<file path="src/common/uart_mode_cfg.svh">
`ifndef UART_MODE_CFG_SVH
`define UART_MODE_CFG_SVH
`define ADDR_MODE      8'h00
`define ADDR_STAT      8'h04
`define ADDR_MASK      8'h08
`define ADDR_RATE      8'h0C
`define BIT_ON         15
`define BIT_IDLE       13
`define BIT_IR         12
`define BIT_REQ_SEND_PIN_MODE      11
`define BIT_USE_HI     9
`define BIT_USE_LO     8
`define BIT_WAKE       7
`define BIT_LOOP       6
`define BIT_AUTO_RATE_DETECT      5
`define BIT_FAST       3
`define MODE_WMASK     16'hBBFF
`define MODE_RST       16'h0000
`define STAT_WAKE      0
`define STAT_ABD       1
`define STAT_RST       2'h0
`define RESP_OKAY      2'h0
`define RESP_SLVERR    2'h2
`define AB_FALLS       3'h5
`define AB_SHIFT       3
`define IR_PULSE       4'h3
`endif

</file>
<file path="src/common/uart_mode_pkg.sv">
`default_nettype none
package uart_mode_pkg;
   typedef enum logic [1:0]
   {
      use_txrx      = 2'b00,
      use_txrx_rts  = 2'b01,
      use_txrx_flow = 2'b10,
      use_txrx_bclk = 2'b11
   } pin_use_t;
   typedef enum logic [1:0]
   {
      ab_idle  = 2'b00,
      ab_start = 2'b01,
      ab_count = 2'b10
   } ab_state_t;
endpackage
`default_nettype wire

</file>
<file path="src/common/codec_if.sv">
`timescale 1ns/100ps
`default_nettype none
interface codec_if;
   logic enable;
   logic tick16;
   logic tx_plain;
   logic tx_coded;
   logic rx_coded;
   logic rx_plain;
   modport codec (input enable, tick16, tx_plain, rx_coded, output tx_coded, rx_plain);
   modport user  (output enable, tick16, tx_plain, rx_coded, input tx_coded, rx_plain);
endinterface
`default_nettype wire

</file>
<file path="src/design/uart_mode_control.sv">
// Contract
// - enabled port owns pins chosen by usage field
// - disabled port leaves all pins to latches
// - halt bit stops port during idle
// - codec bit switches infrared encoder and decoder
// - infrared coding only with slow divider
// - usage code picks tx, rx, cts, rts, clock
// - wake bit: falling edge interrupts, rising clears
// - auto-rate measures sync byte, then clears
`timescale 1ns/100ps
`default_nettype none
`include "uart_mode_cfg.svh"
module uart_mode_control
#(
   parameter int ADDR_W = 8,
   parameter int CNT_W  = 16
)
(
   input  wire logic              aclk,
   input  wire logic              aresetn,
   input  wire logic [ADDR_W-1:0] s_axi_awaddr,
   input  wire logic              s_axi_awvalid,
   output logic                   s_axi_awready,
   input  wire logic [31:0]       s_axi_wdata,
   input  wire logic [3:0]        s_axi_wstrb,
   input  wire logic              s_axi_wvalid,
   output logic                   s_axi_wready,
   output logic [1:0]             s_axi_bresp,
   output logic                   s_axi_bvalid,
   input  wire logic              s_axi_bready,
   input  wire logic [ADDR_W-1:0] s_axi_araddr,
   input  wire logic              s_axi_arvalid,
   output logic                   s_axi_arready,
   output logic [31:0]            s_axi_rdata,
   output logic [1:0]             s_axi_rresp,
   output logic                   s_axi_rvalid,
   input  wire logic              s_axi_rready,
   input  wire logic              idle_mode,
   input  wire logic              sleep_mode,
   input  wire logic              baud_tick16,
   input  wire logic              core_tx,
   input  wire logic              core_tx_busy,
   input  wire logic              core_rx_ready,
   input  wire logic              core_bclk,
   output logic                   core_rx,
   output logic                   core_cts_n,
   output logic                   core_run,
   output logic [15:0]            mode_bits,
   output logic [CNT_W-1:0]       rate_cycles,
   input  wire logic              latch_tx,
   input  wire logic              latch_tx_oe,
   input  wire logic              latch_rts,
   input  wire logic              latch_rts_oe,
   input  wire logic              serial_in_pin,
   input  wire logic              clear_send_pin,
   output logic                   serial_out_pin,
   output logic                   serial_out_oe,
   output logic                   req_send_pin,
   output logic                   req_send_oe,
   output logic                   irq
);
   logic [15:0]              serial_port_mode_reg;
   logic [1:0]               stat_reg;
   logic [1:0]               mask_reg;
   logic [ADDR_W-1:0]        awaddr_reg;
   logic [31:0]              wdata_reg;
   logic [3:0]               wstrb_reg;
   logic                     aw_held_reg;
   logic                     w_held_reg;
   logic                     rx_prev_reg;
   logic                     wake_fell_reg;
   logic                     do_write;
   logic                     do_read;
   logic                     rd_hit;
   logic [31:0]              rd_word;
   logic                     port_on;
   logic                     active;
   logic                     loop_on;
   logic                     owns_rts;
   logic                     rts_value;
   logic                     rx_line;
   logic                     wake_fall;
   logic                     wake_rise;
   logic                     ab_done;
   logic [CNT_W-1:0]         ab_cycles;
   uart_mode_pkg::pin_use_t  pin_usage_select;
   codec_if                  cif ();

   function automatic logic mapped(input logic [ADDR_W-1:0] a);
      mapped = (a == `ADDR_MODE) || (a == `ADDR_STAT) ||
               (a == `ADDR_MASK) || (a == `ADDR_RATE);
   endfunction

   function automatic logic [15:0] merge16(input logic [15:0] old,
                                           input logic [31:0] d,
                                           input logic [3:0]  s);
      merge16 = {s[1] ? d[15:8] : old[15:8], s[0] ? d[7:0] : old[7:0]};
   endfunction

   assign port_on          = serial_port_mode_reg[`BIT_ON];
   assign loop_on          = serial_port_mode_reg[`BIT_LOOP];
   assign pin_usage_select = uart_mode_pkg::pin_use_t'(
                                serial_port_mode_reg[`BIT_USE_HI:`BIT_USE_LO]);
   assign active   = port_on && !(serial_port_mode_reg[`BIT_IDLE] && idle_mode);
   assign core_run = active;
   assign mode_bits   = serial_port_mode_reg;
   assign rate_cycles = ab_cycles;

   // write channel: address and data may arrive in either order
   assign s_axi_awready = !aw_held_reg && !s_axi_bvalid;
   assign s_axi_wready  = !w_held_reg && !s_axi_bvalid;
   assign do_write      = aw_held_reg && w_held_reg && !s_axi_bvalid;

   always_ff @(posedge aclk)
   begin
      if (!aresetn)
      begin
         aw_held_reg  <= 1'b0;
         w_held_reg   <= 1'b0;
         awaddr_reg   <= '0;
         wdata_reg    <= 32'h0000_0000;
         wstrb_reg    <= 4'h0;
         s_axi_bvalid <= 1'b0;
         s_axi_bresp  <= `RESP_OKAY;
      end
      else
      begin
         if (s_axi_awvalid && s_axi_awready)
         begin
            aw_held_reg <= 1'b1;
            awaddr_reg  <= s_axi_awaddr;
         end
         if (s_axi_wvalid && s_axi_wready)
         begin
            w_held_reg <= 1'b1;
            wdata_reg  <= s_axi_wdata;
            wstrb_reg  <= s_axi_wstrb;
         end
         if (do_write)
         begin
            aw_held_reg  <= 1'b0;
            w_held_reg   <= 1'b0;
            s_axi_bvalid <= 1'b1;
            s_axi_bresp  <= mapped(awaddr_reg) ? `RESP_OKAY : `RESP_SLVERR;
         end
         else if (s_axi_bready)
            s_axi_bvalid <= 1'b0;
      end
   end

   // read channel: one read at a time, data from a register
   assign s_axi_arready = !s_axi_rvalid;
   assign do_read       = s_axi_arvalid && s_axi_arready;
   assign rd_hit        = do_read && (s_axi_araddr == `ADDR_STAT);

   always_comb
   begin
      rd_word = 32'h0000_0000;
      case (s_axi_araddr)
         `ADDR_MODE: rd_word = {16'h0000, serial_port_mode_reg & `MODE_WMASK};
         `ADDR_STAT: rd_word = {30'h0, stat_reg};
         `ADDR_MASK: rd_word = {30'h0, mask_reg};
         `ADDR_RATE: rd_word = {{(32-CNT_W){1'b0}}, ab_cycles};
         default:    rd_word = 32'h0000_0000;
      endcase
   end

   always_ff @(posedge aclk)
   begin
      if (!aresetn)
      begin
         s_axi_rvalid <= 1'b0;
         s_axi_rdata  <= 32'h0000_0000;
         s_axi_rresp  <= `RESP_OKAY;
      end
      else if (do_read)
      begin
         s_axi_rvalid <= 1'b1;
         s_axi_rdata  <= rd_word;
         s_axi_rresp  <= mapped(s_axi_araddr) ? `RESP_OKAY : `RESP_SLVERR;
      end
      else if (s_axi_rready)
         s_axi_rvalid <= 1'b0;
   end

   // mode register: hardware clears wake and auto-rate, a same-cycle write wins
   always_ff @(posedge aclk)
   begin
      if (!aresetn)
         serial_port_mode_reg <= `MODE_RST;
      else if (do_write && awaddr_reg == `ADDR_MODE)
         serial_port_mode_reg <= merge16(serial_port_mode_reg, wdata_reg, wstrb_reg)
                                 & `MODE_WMASK;
      else
      begin
         if (wake_rise)
            serial_port_mode_reg[`BIT_WAKE] <= 1'b0;
         if (ab_done)
            serial_port_mode_reg[`BIT_AUTO_RATE_DETECT] <= 1'b0;
      end
   end

   always_ff @(posedge aclk)
   begin
      if (!aresetn)
         mask_reg <= 2'h0;
      else if (do_write && awaddr_reg == `ADDR_MASK && wstrb_reg[0])
         mask_reg <= wdata_reg[1:0];
   end

   // sticky events: a status read clears, an event in that same cycle survives
   always_ff @(posedge aclk)
   begin
      if (!aresetn)
         stat_reg <= `STAT_RST;
      else
      begin
         if (rd_hit)
            stat_reg <= `STAT_RST;
         if (wake_fall)
            stat_reg[`STAT_WAKE] <= 1'b1;
         if (ab_done)
            stat_reg[`STAT_ABD] <= 1'b1;
      end
   end

   assign irq = |(stat_reg & mask_reg);

   // wake on start bit while sleeping
   assign wake_fall = serial_port_mode_reg[`BIT_WAKE] && sleep_mode &&
                      rx_prev_reg && !serial_in_pin;
   assign wake_rise = serial_port_mode_reg[`BIT_WAKE] && wake_fell_reg &&
                      !rx_prev_reg && serial_in_pin;

   always_ff @(posedge aclk)
   begin
      if (!aresetn)
      begin
         rx_prev_reg   <= 1'b1;
         wake_fell_reg <= 1'b0;
      end
      else
      begin
         rx_prev_reg <= serial_in_pin;
         if (wake_fall)
            wake_fell_reg <= 1'b1;
         else if (!serial_port_mode_reg[`BIT_WAKE])
            wake_fell_reg <= 1'b0;
      end
   end

   // infrared coder, bypassed when off or with the fast divider
   assign cif.enable   = serial_port_mode_reg[`BIT_IR] &&
                         !serial_port_mode_reg[`BIT_FAST] && active;
   assign cif.tick16   = baud_tick16;
   assign cif.tx_plain = core_tx;
   assign cif.rx_coded = serial_in_pin;

   ir_codec u_ir_codec
   (
      .aclk    (aclk),
      .aresetn (aresetn),
      .cif     (cif.codec)
   );

   // receiver input: transmit looped back internally in loopback mode
   always_comb
   begin
      if (loop_on)
         rx_line = core_tx;
      else if (cif.enable)
         rx_line = cif.rx_plain;
      else
         rx_line = serial_in_pin;
   end

   always_ff @(posedge aclk)
   begin
      if (!aresetn)
         core_rx <= 1'b1;
      else
         core_rx <= active ? rx_line : 1'b1;
   end

   rate_meter #(.CNT_W(CNT_W)) u_rate_meter
   (
      .aclk       (aclk),
      .aresetn    (aresetn),
      .arm        (serial_port_mode_reg[`BIT_AUTO_RATE_DETECT] && active),
      .rx         (rx_line),
      .done       (ab_done),
      .bit_cycles (ab_cycles)
   );

   // pin ownership
   assign owns_rts = port_on && pin_usage_select != uart_mode_pkg::use_txrx;

   always_comb
   begin
      if (pin_usage_select == uart_mode_pkg::use_txrx_bclk)
         rts_value = core_bclk;
      else if (serial_port_mode_reg[`BIT_REQ_SEND_PIN_MODE])
         rts_value = !core_tx_busy;
      else
         rts_value = !core_rx_ready;
   end

   always_ff @(posedge aclk)
   begin
      if (!aresetn)
      begin
         serial_out_pin <= 1'b1;
         serial_out_oe  <= 1'b0;
         req_send_pin   <= 1'b1;
         req_send_oe    <= 1'b0;
         core_cts_n     <= 1'b1;
      end
      else
      begin
         if (port_on)
         begin
            serial_out_oe  <= 1'b1;
            serial_out_pin <= loop_on ? 1'b1 :
                              (cif.enable ? cif.tx_coded : core_tx);
         end
         else
         begin
            serial_out_oe  <= latch_tx_oe;
            serial_out_pin <= latch_tx;
         end
         if (owns_rts)
         begin
            req_send_oe  <= 1'b1;
            req_send_pin <= rts_value;
         end
         else
         begin
            req_send_oe  <= latch_rts_oe;
            req_send_pin <= latch_rts;
         end
         core_cts_n <= (port_on && pin_usage_select == uart_mode_pkg::use_txrx_flow)
                       ? clear_send_pin : 1'b0;
      end
   end
endmodule
`default_nettype wire

</file>
<file path="src/design/ir_codec.sv">
`timescale 1ns/100ps
`default_nettype none
`include "uart_mode_cfg.svh"
module ir_codec
(
   input  wire logic aclk,
   input  wire logic aresetn,
   codec_if.codec    cif
);
   logic [3:0] tx_phase_reg;
   logic [3:0] rx_hold_reg;
   logic       tx_coded_reg;

   // encoder: a short high pulse in each zero bit, line idles low
   always_ff @(posedge aclk)
   begin
      if (!aresetn)
         tx_phase_reg <= 4'h0;
      else if (cif.tick16)
         tx_phase_reg <= tx_phase_reg + 4'h1;
   end

   always_ff @(posedge aclk)
   begin
      if (!aresetn)
         tx_coded_reg <= 1'b0;
      else
         tx_coded_reg <= cif.enable && !cif.tx_plain && (tx_phase_reg < `IR_PULSE);
   end

   // decoder: a received pulse is stretched to a whole zero bit
   always_ff @(posedge aclk)
   begin
      if (!aresetn)
         rx_hold_reg <= 4'h0;
      else if (cif.enable && cif.rx_coded)
         rx_hold_reg <= 4'hF;
      else if (cif.tick16 && rx_hold_reg != 4'h0)
         rx_hold_reg <= rx_hold_reg - 4'h1;
   end

   assign cif.tx_coded = tx_coded_reg;
   assign cif.rx_plain = (rx_hold_reg == 4'h0);
endmodule
`default_nettype wire

</file>
<file path="src/design/rate_meter.sv">
`timescale 1ns/100ps
`default_nettype none
`include "uart_mode_cfg.svh"
module rate_meter
#(
   parameter int CNT_W = 16
)
(
   input  wire logic             aclk,
   input  wire logic             aresetn,
   input  wire logic             arm,
   input  wire logic             rx,
   output logic                  done,
   output logic [CNT_W-1:0]      bit_cycles
);
   uart_mode_pkg::ab_state_t state_reg;
   logic [CNT_W+2:0] span_reg;
   logic [2:0]       falls_reg;
   logic             rx_prev_reg;
   logic             fall;

   assign fall = rx_prev_reg && !rx;

   always_ff @(posedge aclk)
   begin
      if (!aresetn)
         rx_prev_reg <= 1'b1;
      else
         rx_prev_reg <= rx;
   end

   // the sync byte spans eight bit times between its first and fifth falling edge
   always_ff @(posedge aclk)
   begin
      if (!aresetn)
      begin
         state_reg  <= uart_mode_pkg::ab_idle;
         span_reg   <= '0;
         falls_reg  <= 3'h0;
         done       <= 1'b0;
         bit_cycles <= '0;
      end
      else
      begin
         done <= 1'b0;
         case (state_reg)
            uart_mode_pkg::ab_idle:
               if (arm)
                  state_reg <= uart_mode_pkg::ab_start;
            uart_mode_pkg::ab_start:
               if (!arm)
                  state_reg <= uart_mode_pkg::ab_idle;
               else if (fall)
               begin
                  state_reg <= uart_mode_pkg::ab_count;
                  // start at one so the span covers the cycle of the first fall
                  span_reg  <= (CNT_W+3)'(1);
                  falls_reg <= 3'h1;
               end
            uart_mode_pkg::ab_count:
               if (!arm)
                  state_reg <= uart_mode_pkg::ab_idle;
               else if (fall && falls_reg == `AB_FALLS - 3'h1)
               begin
                  state_reg  <= uart_mode_pkg::ab_idle;
                  done       <= 1'b1;
                  bit_cycles <= span_reg[CNT_W+2:`AB_SHIFT];
               end
               else
               begin
                  span_reg <= span_reg + 1'b1;
                  if (fall)
                     falls_reg <= falls_reg + 3'h1;
               end
            default:
               state_reg <= uart_mode_pkg::ab_idle;
         endcase
      end
   end
endmodule
`default_nettype wire

</file>
<file path="config.mk">
export PLATFORM = sky130hd
export DESIGN_NAME = uart_mode_control
export DESIGN_NICKNAME = d
export VERILOG_FILES = /design/src/common/uart_mode_pkg.sv /design/src/common/codec_if.sv /design/src/design/uart_mode_control.sv /design/src/design/ir_codec.sv /design/src/design/rate_meter.sv
export VERILOG_INCLUDE_DIRS = /design/src /design/src/common
export SDC_FILE = /design/constraint.sdc
export NUM_CORES = 1
export LEC_CHECK = 0
export ABC_AREA = 1
export BUFFER_PORTS_ARGS = -buffer_cell sky130_fd_sc_hd__buf_4
export CAP_MARGIN = 30
export CORE_MARGIN = 2
export CORE_UTILIZATION = 45
export DETAILED_ROUTE_END_ITERATION = 7
export PLACE_DENSITY = 0.72
export SYNTH_ARGS = -nofsm -noshare
export SYNTH_HDL_FRONTEND = slang
export SYNTH_SLANG_ARGS = --single-unit
</file>
<file path="constraint.sdc">
create_clock -name aclk -period 1.85 [get_ports aclk]
set_clock_uncertainty 0.05 [all_clocks]
set_input_delay 0.37 -clock aclk [delete_from_list [all_inputs] [get_ports aclk]]
set_output_delay 0.37 -clock aclk [all_outputs]
set_load 0.05 [all_outputs]
</file>
==> results.md <==
* Row cnt at 41
* Antenna viol nets, final at 0
* Total CTS buffers at 17
* Hold Crit Start: latch_tx_oe
* R2r setup slk at between 90 and 100 ps
* Clock-pin slew on the worst setup and hold paths at 50 ps
* Hold path depth at 3
* Detailed placer's ending HPWL at 11.0 mm
* Top cells by area, synth: dfxtp_1 (43%), nand2_1 (10%), nor2_1 (8.6%), o21ai_0 (7.0%), a21oi_1 (6.8%)
* Slew at the pin with the worst max-slew slack at 527 ps
* Synth async-reset ratio at 0%
* Crit. End Element: flip-flop
* Die H at 116 µm
* IO Count at 153
* Startpoint types: flip-flop
* Layout cell share with drive strength beyond 1 at 21.8%
* Yosys warning count at 0
* Setup violators final at 0
* Vias post-DR at 5513
* Core Box Area at approximately 12000 µm²
* Area grow syn2layout at 31.0%
* Tot Pwr at 6.87 mW
* Synth cell count leaders: nand2_1 (153), nor2_1 (130), dfxtp_1 (123), inv_1 (85), o21ai_0 (79)
* Maxcap violations at 0
* Final critical-path required period at 1750 ps
* Tcrit/Tclk final at 94.7%
* R2R Path Start: u_ir_codec.rx_hold_reg[0]
* Post-synth EDFFs at 0
* CP arrival at roughly 2000 ps
* Cell count after synthesis at 804
* Vias in the first global route at 4842
* Detailed-route wire length at 14.9 mm
* Cells after DPL at between 1000 and 1500
* Die width at around 120 µm
* Root Buffer: clkbuf_16
* CP Data Required Time at 2100 ps
* Unrepaired setup endpoints after global routing: true
* GRT overflow at 0
* Synth unique cells at between 40 and 50
* Synth Cell Area at ~5700 µm²
* Fin. Hold Viols at 0
* Worst min path class: in2reg
* Postcts setup bufs at 0
* Pwr dens at between 900 and 1000 nW/µm²
* Peak supply drop at 0.537 mV
* Register area share after synthesis at a little over two fifths
* Reg2reg end: u_rate_meter.bit_cycles[4]
* Final non-filler cell total at 1120
* DRT Pass-1 Iters at 6
* Post-synth top area share at 43.4%
* 1st-iter DRT viols at 381
* Outcome: finished, final reports clean
* Critical path class: reg2reg
* DRC Markers at 0
* Synth Flop Type: dfxtp_1
* Most frequent cell after synthesis: nand2_1
* Leak at ~3.1 nW
* Area of the die at 13500 µm²
* Dominant cell type by area after synthesis: dfxtp_1
* Mean Syn Cell Area at 7.06 µm²
* Htree depth at 4
* First-pass GRT wire length at 23.5 mm
* Starting density of the core at 45.5%
* CTS tree: done
* Pin count of the biggest net entering global routing at 33
* Clk buf depth at 2
* Worst skew pair latency at 420 ps
* Max Freq at 0.571 GHz
* RePlAce Congestion at slightly above 0.9
* Min-Delay Endpoint: serial_out_oe
* Clock Sinks at around 120
* Initial antenna violation count at 0
* R2r worst-path depth at 11
* Nets at 1016
* Fillcell total at 1216
* Slew margin rel. at 64.8%
* CP Launch Point: u_ir_codec.rx_hold_reg[0]
* Via density at 4.92
* Max Fanout on Critical Path at 11
* Seq cells post-synth at roughly 120
* PortBufs at 112
* Drt wl/cell at 13.3 µm
* Antenna cells at 0
* Sum of negative setup slack at 0 ps
* Max reg flops at 19
* Max Transition Viols Final at 0
* GRT Overall Usage at 22.4%
## cells by family after synthesis
kind of cell	count (synthesis)	share of synthesized area, %
xor+xnor	7	1.08
other cells	1	0.0661
flops	123	43.4
compound gates	179	16.3
fa+ha+maj	8	1.76
buf+inv	139	11.0
simple gates	347	26.4
## report_power, final
part	internal, mW	total [mW]	switching [mW]
Sequential	2.76	2.83	0.0674
Combinational	0.270	0.756	0.486
Clock	2.14	3.29	1.15
## worst max-delay path, stage by stage (launching register included)
cell,delay [ps]
dfxtp_2,330
inv_1,50
ha_1,200
nand2_1,90
inv_1,60
nand2_1,80
nand3_2,90
nand2_4,130
nand4_2,130
buf_4,220
o21ai_0,160
a21oi_1,60
## routing by layer
metal / up-vias / share of wire, % / track usage (%)
li1: 2829 / - / -
met5: - / 0 / 0
met1: 2517 / 45 / 29.2
met2: 147 / 47 / 36.8
met4: 0 / 1.4 / 7.86
met3: 20 / 5.9 / 4.98
## cell type report
type | instances | area [µm²] | share of cell area, %
Inverter | 87 | 333 | 4.48
Multi-Input combinational cell | 561 | 2700 | 36.3
Tap cell | 172 | 215 | 2.90
Timing Repair Buffer | 146 | 1120 | 15.1
Sequential cell | 123 | 2470 | 33.2
Clock inverter | 7 | 87.6 | 1.18
Clock buffer | 24 | 502 | 6.75
## layout by cell type (no fill, tap or decap), types with 2 or more instances in the layout
| master | synthesis | layout |
|---|---|---|
| nor4_1 | 2 | 2 |
| clkinvlp_4 | 0 | 2 |
| dfxtp_1 | 123 | 117 |
| o21a_1 | 2 | 2 |
| clkbuf_8 | 0 | 5 |
| buf_12 | 0 | 2 |
| o21ai_1 | 9 | 11 |
| clkbuf_1 | 18 | 2 |
| nor2_1 | 130 | 127 |
| inv_1 | 85 | 83 |
| nor3_2 | 2 | 2 |
| nand2_4 | 2 | 2 |
| o22ai_1 | 8 | 8 |
| nand2_1 | 153 | 148 |
| dfxtp_2 | 0 | 6 |
| clkinv_2 | 0 | 4 |
| ha_1 | 8 | 8 |
| o21ai_0 | 79 | 77 |
| nor3b_1 | 2 | 2 |
| nor3_1 | 8 | 7 |
| nand3_1 | 20 | 20 |
| a21oi_1 | 77 | 77 |
| nor2_4 | 2 | 4 |
| buf_4 | 22 | 143 |
| bufinv_16 | 0 | 2 |
| nor2_2 | 1 | 2 |
| clkbuf_16 | 0 | 17 |
| nand4_1 | 17 | 17 |
| nand2_2 | 1 | 6 |
| conb_1 | 1 | 20 |
| xor2_1 | 6 | 6 |
## per-stage QoR
| stage | hold WS, ps | setup slack [ps] | util (%) | area (µm²) |
|---|---|---|---|---|
| CTS | 102 | 18.0 | 59.3 | 7400 |
| global placement | 401 | 63.8 | 54.6 | 6810 |
| detailed placement | 406 | 35.0 | 54.6 | 6810 |
| floorplan | 381 | 33.0 | - | 5770 |
| finish | 111 | 98.7 | 59.6 | 7430 |
| global route | 133 | -19.1 | 59.6 | 7430 |
## worst max path at each step
stage,endpoint,slack [ps],depth (start not counted)
2_1_floorplan,s_axi_rvalid,30,5
3_3_place_gp,u_rate_meter.falls_reg[1],60,13
3_5_place_dp,u_rate_meter.falls_reg[1],40,13
4_1_cts,u_rate_meter.falls_reg[1],20,14
5_1_grt,u_ir_codec.rx_hold_reg[3],-20,11
6_report,u_rate_meter.bit_cycles[4],100,11
## timing repair
action | 4_1_cts | 5_1_grt
setup endpoints to repair | 0 | 37
hold buffers | 0 | 0
gates resized for setup | 0 | 15
Power figures use the tool's default switching activity.
